==> src/rtl/error_counter_pkg.sv <==
/*
 * constants, field layouts and register map of the telegraph error counter.
 * assumes a 50 MHz system clock and a 32-bit AXI4-Lite register bus.
 */
package error_counter_pkg;

	localparam int unsigned CLK_HZ = 50_000_000;
	localparam int unsigned AUTO_DELAY_S = 5;
	localparam int unsigned AUTO_DELAY_CYCLES = AUTO_DELAY_S * CLK_HZ;

	// register byte offsets
	localparam logic [3:0] CTRL_OFS = 4'h0;
	localparam logic [3:0] CMD_OFS = 4'h4;
	localparam logic [3:0] STATUS_OFS = 4'h8;
	localparam logic [3:0] INTERVAL_OFS = 4'hc;

	// command bits
	localparam int CMD_PAR_CLR = 0;
	localparam int CMD_MAN_RESET = 1;
	localparam int CMD_SYNC = 2;

	localparam logic [1:0] RESP_OKAY = 2'h0;
	localparam logic [1:0] RESP_SLVERR = 2'h2;

	// pattern generator
	localparam int PAT_LEN = 9;
	localparam logic [8:0] PRBS_POLY = 9'h110;
	localparam logic [8:0] PAT_SEED = 9'h1ff;
	localparam logic [3:0] SYNC_BITS = 4'h9;

	localparam logic [7:0] ERR_LIMIT = 8'h51;
	localparam logic [3:0] LAST_SLOT = 4'h9;

	localparam logic [19:0] LEN_E2 = 20'h00064;
	localparam logic [19:0] LEN_E3 = 20'h003e8;
	localparam logic [19:0] LEN_E4 = 20'h02710;
	localparam logic [19:0] LEN_E5 = 20'h186a0;
	localparam logic [19:0] LEN_E6 = 20'hf4240;

	typedef struct packed {
		logic [2:0] interval_sel;
		logic prbs_sel;
		logic ext_clk_sel;
		logic auto_reset;
		logic odd_sense;
		logic mode_pattern;
	} ctrl_t;

	localparam ctrl_t CTRL_RESET = 8'h04;

	typedef enum logic [1:0] {
		REG_CTRL = 2'b00,
		REG_CMD = 2'b01,
		REG_STATUS = 2'b10,
		REG_INTERVAL = 2'b11
	} reg_sel_t;

endpackage : error_counter_pkg

==> src/rtl/error_counter.sv <==
/*
 * parity and bit error checker with BCD error and bit interval counters.
 * assumes all inputs synchronous to sys_clk_i; bit timing and external bit
 * clock are once-per-bit levels whose rising edge marks a bit.
 */
// Local design decisions: the AXI4-Lite register port and the address map.
`timescale 1ns/10ps
`default_nettype none
module error_counter
	import error_counter_pkg::*;
#(
	parameter int unsigned DELAY_CYCLES = AUTO_DELAY_CYCLES
) (
	input wire logic sys_clk_i,
	input wire logic resetn_i,
	input wire logic line_signal_i,
	input wire logic bit_timing_i,
	input wire logic ext_bit_clk_i,
	input wire logic xfer_gate_pulse_i,
	input wire logic char_start_i,
	input wire logic [3:0] awaddr_i,
	input wire logic awvalid_i,
	output logic awready_o,
	input wire logic [31:0] wdata_i,
	input wire logic [3:0] wstrb_i,
	input wire logic wvalid_i,
	output logic wready_o,
	output logic [1:0] bresp_o,
	output logic bvalid_o,
	input wire logic bready_i,
	input wire logic [3:0] araddr_i,
	input wire logic arvalid_i,
	output logic arready_o,
	output logic [31:0] rdata_o,
	output logic [1:0] rresp_o,
	output logic rvalid_o,
	input wire logic rready_i,
	output logic [9:0] slot_n_o,
	output logic error_pulse_o,
	output logic test_sig_o,
	output logic parity_err_o,
	output logic [7:0] bcd_count_o,
	output logic overflow_o,
	output logic count_done_o
);

	function automatic logic [2:0] decode_reg(input logic [3:0] addr);
		// bit 2 of result flags a valid word address
		decode_reg = {addr[1:0] == 2'b00, addr[3:2]};
	endfunction : decode_reg

	function automatic logic [7:0] bcd_inc(input logic [7:0] v);
		if (v[3:0] == 4'h9) begin
			bcd_inc = {v[7:4] + 4'h1, 4'h0};
		end else begin
			bcd_inc = {v[7:4], v[3:0] + 4'h1};
		end
	endfunction : bcd_inc

	function automatic logic [19:0] interval_len(input logic [2:0] sel);
		case (sel)
			3'h0: interval_len = LEN_E2;
			3'h1: interval_len = LEN_E3;
			3'h2: interval_len = LEN_E4;
			3'h3: interval_len = LEN_E5;
			default: interval_len = LEN_E6;
		endcase
	endfunction : interval_len

	ctrl_t ctrl_reg;
	logic [2:0] cmd_reg;
	logic aw_held_reg, w_held_reg, aw_held_next, w_held_next;
	logic [3:0] awaddr_reg;
	logic [31:0] wdata_reg;
	logic [3:0] wstrb_reg;
	logic aw_hs, w_hs, ar_hs, do_write, rvalid_next;
	logic [2:0] wdec, rdec;
	logic tick_src, tick_prev_reg, bit_tick;
	logic [3:0] slot_reg, slot_next;
	logic st_prev_reg, st_fall, par_acc_reg, pfault_reg;
	logic [8:0] pat_reg;
	logic pat_exp, miss_reg;
	logic [3:0] sync_cnt_reg;
	logic sync_hold;
	logic [7:0] err_bcd_reg;
	logic [19:0] interval_reg;
	logic frozen, count_en, err_pulse, err_step, hit_ovf, hit_done;
	logic [27:0] timer_reg;
	logic count_clear_reg;

	////////////////////////////////////////////////////////////////////////
	// AXI4-Lite slave

	assign aw_hs = awvalid_i & awready_o;
	assign w_hs = wvalid_i & wready_o;
	assign ar_hs = arvalid_i & arready_o;
	// write waits while a response is still unaccepted
	assign do_write = aw_held_reg & w_held_reg & ~bvalid_o;
	assign aw_held_next = do_write ? 1'b0 : (aw_hs | aw_held_reg);
	assign w_held_next = do_write ? 1'b0 : (w_hs | w_held_reg);
	assign wdec = decode_reg(awaddr_reg);
	assign rdec = decode_reg(araddr_i);
	assign rvalid_next = ar_hs | (rvalid_o & ~rready_i);

	// address and data captured in either order
	always_ff @(posedge sys_clk_i) begin
		if (!resetn_i) begin
			aw_held_reg <= 1'b0;
			w_held_reg <= 1'b0;
			awready_o <= 1'b0;
			wready_o <= 1'b0;
			awaddr_reg <= 4'h0;
			wdata_reg <= 32'h0;
			wstrb_reg <= 4'h0;
		end else begin
			aw_held_reg <= aw_held_next;
			w_held_reg <= w_held_next;
			awready_o <= ~aw_held_next;
			wready_o <= ~w_held_next;
			if (aw_hs) begin
				awaddr_reg <= awaddr_i;
			end
			if (w_hs) begin
				wdata_reg <= wdata_i;
				wstrb_reg <= wstrb_i;
			end
		end
	end

	// write response, slave error on an address that is not word aligned
	always_ff @(posedge sys_clk_i) begin
		if (!resetn_i) begin
			bvalid_o <= 1'b0;
			bresp_o <= RESP_OKAY;
		end else if (do_write) begin
			bvalid_o <= 1'b1;
			bresp_o <= wdec[2] ? RESP_OKAY : RESP_SLVERR;
		end else if (bready_i) begin
			bvalid_o <= 1'b0;
		end
	end

	// control register and one-cycle command pulses
	always_ff @(posedge sys_clk_i) begin
		if (!resetn_i) begin
			ctrl_reg <= CTRL_RESET;
			cmd_reg <= 3'h0;
		end else begin
			cmd_reg <= 3'h0;
			if (do_write && wdec == {1'b1, REG_CTRL} && wstrb_reg[0]) begin
				ctrl_reg <= wdata_reg[7:0];
			end
			if (do_write && wdec == {1'b1, REG_CMD} && wstrb_reg[0]) begin
				cmd_reg <= wdata_reg[2:0];
			end
		end
	end

	// read path, one cycle from address to data
	always_ff @(posedge sys_clk_i) begin
		if (!resetn_i) begin
			arready_o <= 1'b0;
			rvalid_o <= 1'b0;
			rdata_o <= 32'h0;
			rresp_o <= RESP_OKAY;
		end else begin
			arready_o <= ~rvalid_next;
			rvalid_o <= rvalid_next;
			if (ar_hs) begin
				rresp_o <= rdec[2] ? RESP_OKAY : RESP_SLVERR;
				unique case ({rdec[2], rdec[1:0]})
					{1'b1, REG_CTRL}: rdata_o <= {24'h0, ctrl_reg};
					{1'b1, REG_STATUS}: rdata_o <= {20'h0, sync_hold,
						parity_err_o, count_done_o, overflow_o, err_bcd_reg};
					{1'b1, REG_INTERVAL}: rdata_o <= {12'h0, interval_reg};
					default: rdata_o <= 32'h0;
				endcase
			end
		end
	end

	////////////////////////////////////////////////////////////////////////
	// bit tick and transition slots

	assign tick_src = ctrl_reg.ext_clk_sel ? ext_bit_clk_i : bit_timing_i;
	assign bit_tick = tick_src & ~tick_prev_reg;

	// slot restarts at each start element, stops at the last slot
	always_comb begin
		slot_next = slot_reg;
		if (char_start_i) begin
			slot_next = 4'h0;
		end else if (bit_tick && slot_reg != LAST_SLOT) begin
			slot_next = slot_reg + 4'h1;
		end
	end

	always_ff @(posedge sys_clk_i) begin
		if (!resetn_i) begin
			tick_prev_reg <= 1'b0;
			slot_reg <= LAST_SLOT;
		end else begin
			tick_prev_reg <= tick_src;
			slot_reg <= slot_next;
		end
	end

	// one-cold slot lines, each low in its own slot
	generate
		for (genvar i = 0; i < 10; i++) begin : g_slot
			always_ff @(posedge sys_clk_i) begin
				if (!resetn_i) begin
					// reset parks the counter on the last slot
					slot_n_o[i] <= (4'(i) != LAST_SLOT);
				end else begin
					slot_n_o[i] <= (slot_next != 4'(i));
				end
			end
		end
	endgenerate

	////////////////////////////////////////////////////////////////////////
	// parity checker

	assign st_fall = st_prev_reg & ~xfer_gate_pulse_i;

	// start element is space, so counting it from slot 0 adds nothing
	always_ff @(posedge sys_clk_i) begin
		if (!resetn_i) begin
			st_prev_reg <= 1'b0;
			par_acc_reg <= 1'b0;
			pfault_reg <= 1'b0;
		end else begin
			st_prev_reg <= xfer_gate_pulse_i;
			if (char_start_i) begin
				par_acc_reg <= 1'b0;
			end else if (bit_tick && slot_n_o[9]) begin
				par_acc_reg <= par_acc_reg ^ line_signal_i;
			end
			// acc high means odd Mark count
			pfault_reg <= st_fall & (par_acc_reg ^ ctrl_reg.odd_sense);
		end
	end

	// sticky indicator, a new fault beats the operator clear
	always_ff @(posedge sys_clk_i) begin
		if (!resetn_i) begin
			parity_err_o <= 1'b0;
		end else begin
			parity_err_o <= pfault_reg |
				(parity_err_o & ~cmd_reg[CMD_PAR_CLR]);
		end
	end

	////////////////////////////////////////////////////////////////////////
	// pattern checker

	// shifting in received bits makes the generator self-aligning
	assign pat_exp = ctrl_reg.prbs_sel ? ^(pat_reg & PRBS_POLY) : ~pat_reg[0];
	assign sync_hold = (sync_cnt_reg != 4'h0);

	always_ff @(posedge sys_clk_i) begin
		if (!resetn_i) begin
			pat_reg <= PAT_SEED;
			sync_cnt_reg <= 4'h0;
			miss_reg <= 1'b0;
		end else begin
			miss_reg <= 1'b0;
			if (cmd_reg[CMD_SYNC]) begin
				sync_cnt_reg <= SYNC_BITS;
			end else if (bit_tick && sync_hold) begin
				sync_cnt_reg <= sync_cnt_reg - 4'h1;
			end
			if (bit_tick) begin
				pat_reg <= {pat_reg[7:0], sync_hold ? line_signal_i : pat_exp};
				miss_reg <= ctrl_reg.mode_pattern & ~sync_hold &
					(line_signal_i != pat_exp);
			end
		end
	end

	// external outputs of the pattern checker
	always_ff @(posedge sys_clk_i) begin
		if (!resetn_i) begin
			error_pulse_o <= 1'b0;
			test_sig_o <= 1'b0;
		end else begin
			error_pulse_o <= miss_reg;
			test_sig_o <= pat_exp;
		end
	end

	////////////////////////////////////////////////////////////////////////
	// error and interval counters

	assign frozen = overflow_o | count_done_o;
	assign count_en = ~frozen & ~sync_hold & ~count_clear_reg;
	assign err_pulse = ctrl_reg.mode_pattern ? miss_reg : pfault_reg;
	assign err_step = count_en & err_pulse;
	assign hit_ovf = err_step & (bcd_inc(err_bcd_reg) == ERR_LIMIT);
	assign hit_done = count_en & bit_tick & ~hit_ovf &
		(interval_reg + 20'h1 == interval_len(ctrl_reg.interval_sel));

	always_ff @(posedge sys_clk_i) begin
		if (!resetn_i) begin
			err_bcd_reg <= 8'h0;
			interval_reg <= 20'h0;
		end else if (count_clear_reg) begin
			err_bcd_reg <= 8'h0;
			interval_reg <= 20'h0;
		end else begin
			if (err_step) begin
				err_bcd_reg <= bcd_inc(err_bcd_reg);
			end
			if (count_en && bit_tick) begin
				interval_reg <= interval_reg + 20'h1;
			end
		end
	end

	// completion flags, the first finisher wins
	always_ff @(posedge sys_clk_i) begin
		if (!resetn_i) begin
			overflow_o <= 1'b0;
			count_done_o <= 1'b0;
			bcd_count_o <= 8'h0;
		end else begin
			overflow_o <= hit_ovf | (overflow_o & ~count_clear_reg);
			count_done_o <= hit_done | (count_done_o & ~count_clear_reg);
			bcd_count_o <= count_clear_reg ? 8'h0 :
				(err_step ? bcd_inc(err_bcd_reg) : err_bcd_reg);
		end
	end

	// reset timer; manual reset only counts with auto off
	always_ff @(posedge sys_clk_i) begin
		if (!resetn_i) begin
			timer_reg <= 28'h0;
			count_clear_reg <= 1'b0;
		end else begin
			count_clear_reg <= 1'b0;
			if (!frozen || !ctrl_reg.auto_reset || count_clear_reg) begin
				timer_reg <= 28'h0;
			end else if (timer_reg == 28'(DELAY_CYCLES - 1)) begin
				timer_reg <= 28'h0;
				count_clear_reg <= 1'b1;
			end else begin
				timer_reg <= timer_reg + 28'h1;
			end
			if (!ctrl_reg.auto_reset && cmd_reg[CMD_MAN_RESET]) begin
				count_clear_reg <= 1'b1;
			end
		end
	end
endmodule : error_counter
`default_nettype wire

==> config.mk <==
export PLATFORM = sky130hd
export DESIGN_NAME = error_counter
export DESIGN_NICKNAME = d
export VERILOG_FILES = /design/src/rtl/error_counter_pkg.sv /design/src/rtl/error_counter.sv
export SDC_FILE = /design/constraint.sdc
export NUM_CORES = 1
export LEC_CHECK = 0
export BUFFER_PORTS_ARGS = -buffer_cell sky130_fd_sc_hd__buf_2
export CAP_MARGIN = 0
export CORE_UTILIZATION = 29
export CTS_CLUSTER_DIAMETER = 100
export DETAILED_ROUTE_END_ITERATION = 16
export HOLD_SLACK_MARGIN = 0.12
export PLACE_DENSITY = 0.59
export SYNTH_ARGS = -nofsm -noshare
export SYNTH_HDL_FRONTEND = slang
export SYNTH_SLANG_ARGS = --single-unit
==> constraint.sdc <==
create_clock -name sys_clk_i -period 4.3 [get_ports sys_clk_i]
set_input_delay 0.215 -clock sys_clk_i [delete_from_list [all_inputs] [get_ports sys_clk_i]]
set_output_delay 0.215 -clock sys_clk_i [all_outputs]
set_load 0.05 [all_outputs]
==> results of run 1 <==
-- how the worst max path moves through the flow --
stage,startpoint,endpoint,slack (ns),cells past startpoint
after floorplan,interval_reg[0]$_SDFFE_PP0P_,count_done_o$_SDFF_PN0_,2.27,8
after global placement,ctrl_reg[3]$_SDFFE_PN0P_,slot_n_o[5]$_SDFF_PN1_,1.79,6
after detailed placement,ctrl_reg[3]$_SDFFE_PN0P_,slot_n_o[5]$_SDFF_PN1_,1.76,6
after CTS,arvalid_i,rdata_o[16]$_SDFFE_PN0P_,1.71,9
after global routing,ctrl_reg[3]$_SDFFE_PN0P_,slot_n_o[8]$_SDFF_PN1_,1.49,6
final,sync_cnt_reg[0]$_SDFFE_PN0P_,count_done_o$_SDFF_PN0_,1.79,9
-- per-stage QoR --
step           std cells  power [mW]
4_1_cts             1218        3.49
3_5_place_dp        1162        1.89
3_3_place_gp        1162        1.88
2_1_floorplan        818        1.80
5_1_grt             1218        3.61
6_report            1218        3.45
-- cell usage after synthesis (all sizes together), types with 13 or more instances --
master / instances
a21boi: 17
a21oi: 20
a22oi: 16
and2: 25
buf: 22
clkbuf: 29
dfxtp: 147
inv: 13
mux2i: 18
nand2: 111
nand3: 38
nand4: 15
nor2: 89
nor2b: 22
nor3: 18
o21ai: 31
or3: 14
xnor2: 32
xor2: 39
-- layout make-up --
class / count / area [um2] / share of cell area
clock buffers: 19 / 443 / 0.0532
multi-input cells: 607 / 3660 / 0.440
inverters: 13 / 48.8 / 0.00586
repair buffers: 106 / 661 / 0.0793
well taps: 313 / 392 / 0.0470
flip-flops and latches: 147 / 2940 / 0.353
clock inverters: 13 / 183 / 0.0219
-- kinds of logic after synthesis --
family	share of synthesized area
muxes	0.0416
and+or+nand+nor	0.275
xor gates and xnor gates	0.0906
AOI/OAI and AO/OA	0.106
other	0.000546
DFF	0.429
buffers and inverters	0.0448
adders and majority gates	0.0128
-- worst max-delay path, stage by stage, from the launching register on --
cell,delay (ns)
sky130_fd_sc_hd__dfxtp_1,0.31
sky130_fd_sc_hd__inv_1,0.11
sky130_fd_sc_hd__ha_1,0.15
sky130_fd_sc_hd__nor3b_2,0.45
sky130_fd_sc_hd__and3b_1,0.27
sky130_fd_sc_hd__nand2_1,0.28
sky130_fd_sc_hd__nor3_1,0.29
sky130_fd_sc_hd__nand4_1,0.10
sky130_fd_sc_hd__or3_1,0.37
sky130_fd_sc_hd__o22ai_2,0.11
-- report_power, final --
| part | leakage (nW) | switching [mW] | internal (mW) |
|---|---|---|---|
| sequential | 1.19 | 0.0418 | 1.41 |
| clock | 0.295 | 0.595 | 0.984 |
| combinational | 1.59 | 0.269 | 0.150 |
| total | 3.08 | 0.905 | 2.55 |
-- layer usage --
metal / track usage / share of wire / up-vias
met4: 0.0500 / 0.014 / 0
met3: 0.0397 / 0.056 / 20
met1: 0.190 / 0.50 / 2592
li1: - / - / 2877
met2: 0.212 / 0.43 / 138
met5: 0 / 0 / -
==> metrics.log, run 1 <==
[metrics] maximum clock frequency: 398 MHz
[metrics] least setup slack across all paths after layout: 1.79 ns
[metrics] first-pass GRT wire length: 26800 um
[metrics] number of H-tree levels: 4
[metrics] reg-to-reg critical path endpoint: count_done_o$_SDFF_PN0_
[metrics] required time at the worst-slack endpoint: 4.66 ns
[metrics] initial antenna violation count: 0
[metrics] GR Util All Layers: 0.140
[metrics] launching element type of the critical path: flip-flop
[metrics] Crit. End Element: flip-flop
[metrics] Final Net Count: 955
[metrics] cell type with the highest aggregate area in the netlist: sky130_fd_sc_hd__dfxtp_1
[metrics] clock latency reported for the late side of the worst-skew pair: 0.43 ns
[metrics] total leakage power: 3.08 nW
[metrics] Chip Height: 156 um
[metrics] R2R Path Start: sync_cnt_reg[0]$_SDFFE_PN0P_
[metrics] power density cells: 414 mW/mm2
[metrics] sink of the worst hold path: awaddr_reg[3]$_SDFFE_PN0P_
[metrics] CTS root buf: sky130_fd_sc_hd__clkbuf_16
[metrics] critical path class: reg2reg
[metrics] dpl hpwl: 11400 um
[metrics] Layout Skew: 0.0156 ns
[metrics] total of fill cells in the finished design: 2365
[metrics] result of the run: complete, no violations
[metrics] Warnings, synthesis: 0
[metrics] Core Rows: 55
[metrics] number of primary I/O pins: 120
[metrics] top cells by area in the synthesized netlist: sky130_fd_sc_hd__dfxtp_1 (43%), sky130_fd_sc_hd__nand2_1 (6.1%), sky130_fd_sc_hd__xor2_1 (5.0%), sky130_fd_sc_hd__nor2_1 (4.6%), sky130_fd_sc_hd__xnor2_1 (4.1%)
[metrics] number of optimization iterations in the first detailed-route pass: 7
[metrics] antenna-violating nets left: 0
[metrics] count of different cell masters after synthesis: 66
[metrics] max-cap check violation count: 0
[metrics] routed wire length: 16200 um
[metrics] number of buffers created by CTS: 17
[metrics] Clk pin slew, worst setup/hold paths: 0.06 ns
[metrics] transition time at the pin with the least slew margin: 0.917 ns
[metrics] Mapped Avg Cell Area: 8.53 um2
[metrics] vias in the first global route: 5278
[metrics] clock net sink count: 147
[metrics] max-slew violation total from the final report: 0
[metrics] cell area after placement: 0.00747 mm2
[metrics] Post-Route Utilization: 0.364
[metrics] most frequent standard cell in the layout excluding fill and tap cells: sky130_fd_sc_hd__dfxtp_1
[metrics] Die X: 156 um
[metrics] Post-Place Setup Slack: 1.76 ns
[metrics] ANT cells: 0
[metrics] Final Hold Violating Endpoints: 0
[metrics] total global routing overflow: 0
[metrics] average wire per cell in the routed design: 13.3 um
[metrics] DRC violation total after the first TritonRoute iteration: 304
[metrics] Setup TNS: 0 ns
[metrics] largest net degree at the start of global routing: 52
[metrics] max reg flops: 28
[metrics] RSZ-0062 raised after global routing: no
[metrics] leading register cell type out of synthesis: sky130_fd_sc_hd__dfxtp_1
[metrics] Non-Filler Cell Area, Final: 0.00833 mm2
[metrics] gp weighted congestion: 0.817
[metrics] portion of synthesized cell area occupied by the leading cell type: 0.429
[metrics] count of flip-flops with a built-in enable after synthesis: 0
[metrics] number of setup buffers added after CTS: 0
[metrics] commonest non-fill, non-tap cells in the layout: sky130_fd_sc_hd__dfxtp_1 (147), sky130_fd_sc_hd__nand2_1 (111), sky130_fd_sc_hd__nor2_1 (85)
[metrics] worst setup slack for register-to-register paths: 1.79 ns
[metrics] Port Buffers: 78
[metrics] final setup violation count: 0
[metrics] post-CTS resize count: 0
[metrics] full die area: 0.0243 mm2
[metrics] largest vdd supply drop: 0.238 mV
[metrics] clock tree from TritonCTS: done
[metrics] netlist area before placement: 0.00687 mm2
[metrics] share of the cycle needed by the critical path after routing: 0.584
[metrics] final routed DRC violation total: 0
[metrics] normalized max-slew margin: 0.389
[metrics] arrival time at the worst endpoint: 2.87 ns
[metrics] Seq cells post-synth: 147
[metrics] maximum clock insertion buffer count: 2
[metrics] Initial Util: 0.300
[metrics] Hold WS: 0.124 ns
[metrics] post-layout min period: 2.51 ns
[metrics] number of cells on the worst hold path: 3
[metrics] overall via count from detail_route: 5627
[metrics] register area share after synthesis: 0.429
[metrics] core box area: 0.0229 mm2
[metrics] ratio of cells with drive above 1 in the final layout: 0.157
[metrics] highest fanout seen on the critical path: 12
[metrics] count of mapped cells out of synthesis: 805
[metrics] Area Overhead vs Synth: 21.4%
[metrics] post-cts hold buffer count: 24
[metrics] Synth async-reset ratio: 0
[metrics] number of vias per cell after detailed routing: 4.62
[metrics] depth of the worst register-to-register path: 9
[metrics] start point of the worst min-delay path: awvalid_i
[metrics] path category of the worst min-delay check: in2reg
(Power assumes the default switching activity.)
==> run 2: changes to the inputs <==
--- a/config.mk
+++ b/config.mk
@@ -11,7 +11,7 @@
 export CTS_CLUSTER_DIAMETER = 100
 export DETAILED_ROUTE_END_ITERATION = 16
 export HOLD_SLACK_MARGIN = 0.12
-export PLACE_DENSITY = 0.59
+export PLACE_DENSITY = 0.61
 export SYNTH_ARGS = -nofsm -noshare
 export SYNTH_HDL_FRONTEND = slang
 export SYNTH_SLANG_ARGS = --single-unit
==> constraint.sdc (replaced) <==
create_clock -name sys_clk_i -period 2.2 [get_ports sys_clk_i]
set_input_delay 0.11 -clock sys_clk_i [delete_from_list [all_inputs] [get_ports sys_clk_i]]
set_output_delay 0.11 -clock sys_clk_i [all_outputs]
set_load 0.05 [all_outputs]
==> run 2 against run 1 <==
Effect of this change: setup slack got worse by 1.7 ns; via count grew 4.6%; hold slack gained 0.11 ns; final cell count up 4.0%; non-clock buffer count rose by 50; power is 93% higher; sequential share of layout area is 1.6 points lower; first-iteration DRC count is 19% higher; critical path depth down 2; maximum frequency is 20% higher.
==> metrics.log, run 2 (synthesis results as in run 1) <==
[metrics] maximum clock frequency: 480 MHz (+20%)
[metrics] final routed DRC violation total: 0 (unchanged)
[metrics] Layout Skew: 0.0104 ns (-0.00518 ns)
[metrics] sink of the worst hold path: wdata_reg[3]$_SDFFE_PN0P_
[metrics] Area Overhead vs Synth: 27.3%
[metrics] number of optimization iterations in the first detailed-route pass: 5 (-2)
[metrics] RSZ-0062 raised after global routing: no
[metrics] commonest non-fill, non-tap cells in the layout: sky130_fd_sc_hd__dfxtp_1 (146), sky130_fd_sc_hd__nand2_1 (111), sky130_fd_sc_hd__nor2_1 (85)
[metrics] core box area: 0.0229 mm2 (unchanged)
[metrics] start point of the worst min-delay path: wvalid_i
[metrics] max reg flops: 28 (unchanged)
[metrics] transition time at the pin with the least slew margin: 0.641 ns (-0.276 ns)
[metrics] Die X: 156 um (unchanged)
[metrics] launching element type of the critical path: flip-flop
[metrics] clock latency reported for the late side of the worst-skew pair: 0.42 ns (about the same)
[metrics] Chip Height: 156 um (unchanged)
[metrics] dpl hpwl: 12200 um (+6.9%)
[metrics] CTS root buf: sky130_fd_sc_hd__clkbuf_16
[metrics] number of cells on the worst hold path: 4 (+1)
[metrics] result of the run: complete, no violations
[metrics] overall via count from detail_route: 5884 (+4.6%)
[metrics] highest fanout seen on the critical path: 7 (-5)
[metrics] arrival time at the worst endpoint: 2.44 ns (-0.43 ns)
[metrics] vias in the first global route: 5455 (+3.4%)
[metrics] antenna-violating nets left: 0 (unchanged)
[metrics] most frequent standard cell in the layout excluding fill and tap cells: sky130_fd_sc_hd__dfxtp_1
[metrics] Clk pin slew, worst setup/hold paths: 0.07 ns (about the same)
[metrics] average wire per cell in the routed design: 13.5 um (+1.8%)
[metrics] share of the cycle needed by the critical path after routing: 0.948 (+0.364)
[metrics] ANT cells: 0 (unchanged)
[metrics] number of primary I/O pins: 120 (unchanged)
[metrics] post-layout min period: 2.09 ns (-0.425 ns)
[metrics] Crit. End Element: flip-flop
[metrics] path category of the worst min-delay check: in2reg
[metrics] critical path class: reg2reg
[metrics] Port Buffers: 78 (unchanged)
[metrics] total leakage power: 3.34 nW (+8.5%)
[metrics] Core Rows: 55 (unchanged)
[metrics] number of vias per cell after detailed routing: 4.64 (+0.52%)
[metrics] reg-to-reg critical path endpoint: count_done_o$_SDFF_PN0_
[metrics] depth of the worst register-to-register path: 7 (-2)
[metrics] first-pass GRT wire length: 27900 um (+4.2%)
[metrics] Non-Filler Cell Area, Final: 0.00874 mm2 (+4.9%)
[metrics] final setup violation count: 0 (unchanged)
[metrics] Initial Util: 0.300 (unchanged)
[metrics] max-cap check violation count: 0 (unchanged)
[metrics] number of H-tree levels: 4 (unchanged)
[metrics] total of fill cells in the finished design: 2286 (-3.3%)
[metrics] normalized max-slew margin: 0.570 (+0.181)
[metrics] DRC violation total after the first TritonRoute iteration: 363 (+19%)
[metrics] Final Hold Violating Endpoints: 0 (unchanged)
[metrics] largest vdd supply drop: 0.540 mV (+130%)
[metrics] Final Net Count: 1005 (+5.2%)
[metrics] ratio of cells with drive above 1 in the final layout: 0.201 (+0.0444)
[metrics] clock net sink count: 147 (unchanged)
[metrics] total global routing overflow: 0 (unchanged)
[metrics] worst setup slack for register-to-register paths: 0.11 ns (-1.67 ns)
[metrics] power density cells: 764 mW/mm2 (+84%)
[metrics] Multi-input gate area: 0.00370 mm2 (+1.1%)
[metrics] full die area: 0.0243 mm2 (unchanged)
[metrics] gp weighted congestion: 0.855 (+4.7%)
[metrics] Reg area: 0.00294 mm2 (about the same)
[metrics] largest net degree at the start of global routing: 33 (-37%)
[metrics] number of buffers created by CTS: 17 (unchanged)
[metrics] Post-Place Setup Slack: -0.0457 ns (-1.81 ns)
[metrics] R2R Path Start: interval_reg[5]$_SDFFE_PP0P_
[metrics] clock tree from TritonCTS: done
[metrics] least setup slack across all paths after layout: 0.115 ns (-1.67 ns)
[metrics] required time at the worst-slack endpoint: 2.55 ns (-2.11 ns)
[metrics] routed wire length: 17100 um (+5.9%)
[metrics] post-layout total power: 6.68 mW (+93%)
[metrics] max-slew violation total from the final report: 0 (unchanged)
[metrics] maximum clock insertion buffer count: 2 (unchanged)
[metrics] cell area after placement: 0.00778 mm2 (+4.2%)
[metrics] GR Util All Layers: 0.146 (+0.00562)
[metrics] initial antenna violation count: 1 (+1)
[run 2: changes by cell type in the layout (fill, tap and decap cells not counted), sizes merged]
cell,change
inv,+1
buf,+42
dlygate4sd3,+8
bufinv,-2
[run 2: power breakdown]
| group | internal [mW] | switching (mW) | total [mW] |
|---|---|---|---|
| Sequential | 2.76 | 0.0716 | 2.84 |
| Combinational | 0.393 | 0.571 | 0.965 |
| Clock | 1.72 | 1.16 | 2.88 |
[run 2: layer usage]
layer	share of wire	track usage	wire length, um	up-vias
li1	-	-	-	2984
met1	0.49	0.193	8310	2737
met3	0.056	0.0361	952	17
met4	0.014	0.0518	245	0
met2	0.45	0.229	7630	146
met5	0	0	0	-
[run 2: repair_timing]
item / CTS / global route
endpoints found under the hold margin: 34 / 0
setup endpoints to repair: 1 / 5
resized for setup: 1 / 11
buffers inserted: 0 / 2
hold buffers: 32 / 0
[run 2: worst max path at each step]
| stage | end | depth (start not counted) | slack (ns) | start |
|---|---|---|---|---|
| final | count_done_o$_SDFF_PN0_ | 7 | 0.11 | interval_reg[5]$_SDFFE_PP0P_ |
| after global routing | count_done_o$_SDFF_PN0_ | 8 | 0.001 | interval_reg[0]$_SDFFE_PP0P_ |
| after CTS | count_done_o$_SDFF_PN0_ | 8 | 0.1 | interval_reg[0]$_SDFFE_PP0P_ |
| after detailed placement | count_done_o$_SDFF_PN0_ | 8 | -0.05 | interval_reg[0]$_SDFFE_PP0P_ |
| after global placement | count_done_o$_SDFF_PN0_ | 8 | 0.07 | interval_reg[0]$_SDFFE_PP0P_ |
| after floorplan | count_done_o$_SDFF_PN0_ | 8 | 0.17 | interval_reg[0]$_SDFFE_PP0P_ |
[run 2: critical path, cell delays in order, from the launching register on]
cell and delay (ns):
sky130_fd_sc_hd__dfxtp_1 0.35, sky130_fd_sc_hd__nand3_2 0.20, sky130_fd_sc_hd__or4_4 0.65, sky130_fd_sc_hd__nor3_2 0.15, sky130_fd_sc_hd__xor2_1 0.11, sky130_fd_sc_hd__nor4_1 0.34
sky130_fd_sc_hd__o211ai_2 0.13, sky130_fd_sc_hd__o22ai_2 0.09
[run 2: layout make-up]
type | instances | share of cell area
Inverter | 13 | 0.00558
Sequential cell | 147 | 0.337
Multi-Input combinational cell | 607 | 0.424
Tap cell | 313 | 0.0448
Clock buffer | 19 | 0.0518
Clock inverter | 12 | 0.0150
Timing Repair Buffer | 156 | 0.122
[run 2: metrics by stage]
stage               TNS [ns]   util  hold WS, ns  cells
finish                     0  0.381        0.234   1267
global route               0  0.381        0.288   1267
CTS                        0  0.379        0.218   1265
detailed placement   -0.0457  0.340        0.313   1202
global placement           0  0.340        0.311   1202
floorplan                  0      -        0.187    818
==> run 3: changes to the inputs <==
--- a/config.mk
+++ b/config.mk
@@ -11,7 +11,7 @@
 export CTS_CLUSTER_DIAMETER = 100
 export DETAILED_ROUTE_END_ITERATION = 16
 export HOLD_SLACK_MARGIN = 0.12
-export PLACE_DENSITY = 0.61
+export PLACE_DENSITY = 0.59
 export SYNTH_ARGS = -nofsm -noshare
 export SYNTH_HDL_FRONTEND = slang
 export SYNTH_SLANG_ARGS = --single-unit
==> constraint.sdc (replaced) <==
create_clock -name sys_clk_i -period 2.65 [get_ports sys_clk_i]
set_input_delay 0.1325 -clock sys_clk_i [delete_from_list [all_inputs] [get_ports sys_clk_i]]
set_output_delay 0.1325 -clock sys_clk_i [all_outputs]
set_load 0.05 [all_outputs]
==> run 3 against run 2 <==
Effect of this change: power is 19% lower; final area decreased by 3.8%; critical path depth is 1 higher; clock power fell by 19%; clock-buffer cell count increased by 4; die area unchanged; wire length down 1.8%; first-iteration DRC count grew 16%; maximum frequency is 11% lower; register-to-register slack improved by 0.19 ns; sequential power shrank 17%; sequential share of layout area rose by 1.3 points.
==> metrics.log, run 3 (synthesis results as in run 1) <==
[metrics] CTS root buf: sky130_fd_sc_hd__clkbuf_16
[metrics] Initial Util: 0.300 (unchanged)
[metrics] required time at the worst-slack endpoint: 2.99 ns (+0.44 ns)
[metrics] launching element type of the critical path: flip-flop
[metrics] average wire per cell in the routed design: 13.6 um (+0.79%)
[metrics] post-CTS resize count: 0 (-1)
[metrics] Post-Route Utilization: 0.367 (-0.0146)
[metrics] critical path class: reg2reg
[metrics] depth of the worst register-to-register path: 8 (+1)
[metrics] commonest non-fill, non-tap cells in the layout: sky130_fd_sc_hd__dfxtp_1 (147), sky130_fd_sc_hd__nand2_1 (111), sky130_fd_sc_hd__nor2_1 (85)
[metrics] antenna-violating nets left: 0 (unchanged)
[metrics] number of setup buffers added after CTS: 0 (unchanged)
[metrics] number of primary I/O pins: 120 (unchanged)
[metrics] final routed DRC violation total: 0 (unchanged)
[metrics] highest fanout seen on the critical path: 10 (+3)
[metrics] number of optimization iterations in the first detailed-route pass: 6 (+1)
[metrics] maximum clock insertion buffer count: 2 (unchanged)
[metrics] Core Rows: 55 (unchanged)
[metrics] clock tree from TritonCTS: done
[metrics] ratio of cells with drive above 1 in the final layout: 0.165 (-0.0364)
[metrics] Post-Place Setup Slack: 0.374 ns (+0.420 ns)
[metrics] maximum clock frequency: 426 MHz (-11%)
[metrics] Clk pin slew, worst setup/hold paths: 0.06 ns (about the same)
[metrics] final setup violation count: 0 (unchanged)
[metrics] start point of the critical path: interval_reg[0]$_SDFFE_PP0P_
[metrics] vias in the first global route: 5356 (-1.8%)
[metrics] total global routing overflow: 0 (unchanged)
[metrics] Crit. End Element: flip-flop
[metrics] dpl hpwl: 12000 um (-1.6%)
[metrics] DRC violation total after the first TritonRoute iteration: 422 (+16%)
[metrics] post-layout total power: 5.44 mW (-19%)
[metrics] normalized max-slew margin: 0.520 (-0.0500)
[metrics] R2R Path Start: interval_reg[0]$_SDFFE_PP0P_
[metrics] Final Hold Violating Endpoints: 0 (unchanged)
[metrics] most frequent standard cell in the layout excluding fill and tap cells: sky130_fd_sc_hd__dfxtp_1
[metrics] worst setup slack for register-to-register paths: 0.31 ns (+0.19 ns)
[metrics] non-filler cells, final: 1235 (-2.5%)
[metrics] Cell Count Post-Placement: 1176 (-2.2%)
[metrics] initial antenna violation count: 0 (-1)
[metrics] Die X: 156 um (unchanged)
[metrics] RSZ-0062 raised after global routing: no
[metrics] ANT cells: 0 (unchanged)
[metrics] number of H-tree levels: 4 (unchanged)
[metrics] gp weighted congestion: 0.867 (+1.4%)
[metrics] max reg flops: 28 (unchanged)
[metrics] Area Overhead vs Synth: 22.5%
[metrics] total leakage power: 3.13 nW (-6.3%)
[metrics] Chip Height: 156 um (unchanged)
[metrics] clock latency reported for the late side of the worst-skew pair: 0.43 ns (about the same)
[metrics] path category of the worst min-delay check: in2reg
[metrics] post-layout min period: 2.34 ns (+0.259 ns)
[metrics] arrival time at the worst endpoint: 2.69 ns (+0.25 ns)
[metrics] Setup TNS: 0 ns (unchanged)
[metrics] first-pass GRT wire length: 27400 um (-2.0%)
[metrics] max-slew violation total from the final report: 0 (unchanged)
[metrics] least setup slack across all paths after layout: 0.305 ns (+0.191 ns)
[metrics] start point of the worst min-delay path: araddr_i[1]
[metrics] post-cts hold buffer count: 27 (-16%)
[metrics] Port Buffers: 78 (unchanged)
[metrics] result of the run: complete, no violations
[metrics] Layout Skew: 0.0220 ns (+0.0116 ns)
[metrics] largest vdd supply drop: 0.409 mV (-24%)
[metrics] full die area: 0.0243 mm2 (unchanged)
[metrics] overall via count from detail_route: 5723 (-2.7%)
[metrics] max-cap check violation count: 0 (unchanged)
[metrics] power density cells: 648 mW/mm2 (-15%)
[metrics] number of vias per cell after detailed routing: 4.63 (-0.22%)
[metrics] Final Net Count: 972 (-3.3%)
[metrics] largest net degree at the start of global routing: 40 (+21%)
[metrics] share of the cycle needed by the critical path after routing: 0.885 (-0.0630)
[metrics] number of buffers created by CTS: 17 (unchanged)
[metrics] core box area: 0.0229 mm2 (unchanged)
[metrics] routed wire length: 16800 um (-1.8%)
[metrics] GR Util All Layers: 0.143 (-0.00280)
[metrics] number of cells on the worst hold path: 4 (unchanged)
[metrics] transition time at the pin with the least slew margin: 0.718 ns (+0.0767 ns)
[metrics] clock net sink count: 147 (unchanged)
## run 3: cell count changes in the layout (fill, tap and decap cells not counted), moves of 2 or more
| cell | change |
|---|---|
| sky130_fd_sc_hd__buf_4 | -27 |
| sky130_fd_sc_hd__clkbuf_1 | +5 |
| sky130_fd_sc_hd__dlygate4sd3_1 | -5 |
| sky130_fd_sc_hd__nor3_1 | +3 |
| sky130_fd_sc_hd__inv_6 | -2 |
| sky130_fd_sc_hd__nor3_2 | -2 |
| sky130_fd_sc_hd__o21ai_0 | +2 |
| sky130_fd_sc_hd__o21ai_1 | -2 |
## run 3: layout make-up
cell class / count / area, um2
Clock buffer: 23 / 458
Clock inverter: 9 / 106
Fill cell: 2368 / 14500
Inverter: 13 / 48.8
Multi-Input combinational cell: 607 / 3660
Sequential cell: 147 / 2940
Tap cell: 313 / 392
Timing Repair Buffer: 123 / 796
## run 3: critical path: stages, from the launching register on
cell,delay [ns]
sky130_fd_sc_hd__dfxtp_1,0.42
sky130_fd_sc_hd__ha_1,0.26
sky130_fd_sc_hd__nand3_4,0.16
sky130_fd_sc_hd__nor3_1,0.41
sky130_fd_sc_hd__and3_1,0.24
sky130_fd_sc_hd__xnor2_1,0.12
sky130_fd_sc_hd__o2111ai_1,0.12
sky130_fd_sc_hd__or3_1,0.42
sky130_fd_sc_hd__o22ai_2,0.12
## run 3: worst paths after layout
kind / endpoint
worst max-delay path: count_done_o$_SDFF_PN0_
worst min-delay path: rresp_o[1]$_SDFFE_PN0P_
worst max register to register: count_done_o$_SDFF_PN0_
worst min register to register: pfault_reg$_SDFF_PN0_
## run 3: stage by stage
step | instance area, um2 | hold WS [ns]
final | 8410 | 0.196
after global routing | 8410 | 0.249
after CTS | 8410 | 0.192
after detailed placement | 7570 | 0.312
after global placement | 7570 | 0.314
after floorplan | 6910 | 0.209
## run 3: power by group
group | switching [mW] | internal [mW] | leakage [nW]
combinational | 0.464 | 0.289 | 1.67
sequential | 0.0676 | 2.29 | 1.19
clock | 0.923 | 1.41 | 0.267
## run 3: routing by layer
| layer | vias to the layer above | wire length, um | track usage |
|---|---|---|---|
| li1 | 2914 | - | - |
| met1 | 2650 | 8330 | 0.195 |
| met2 | 145 | 7290 | 0.217 |
| met3 | 14 | 1040 | 0.0394 |
| met4 | 0 | 171 | 0.0458 |
| met5 | - | 0 | 0 |
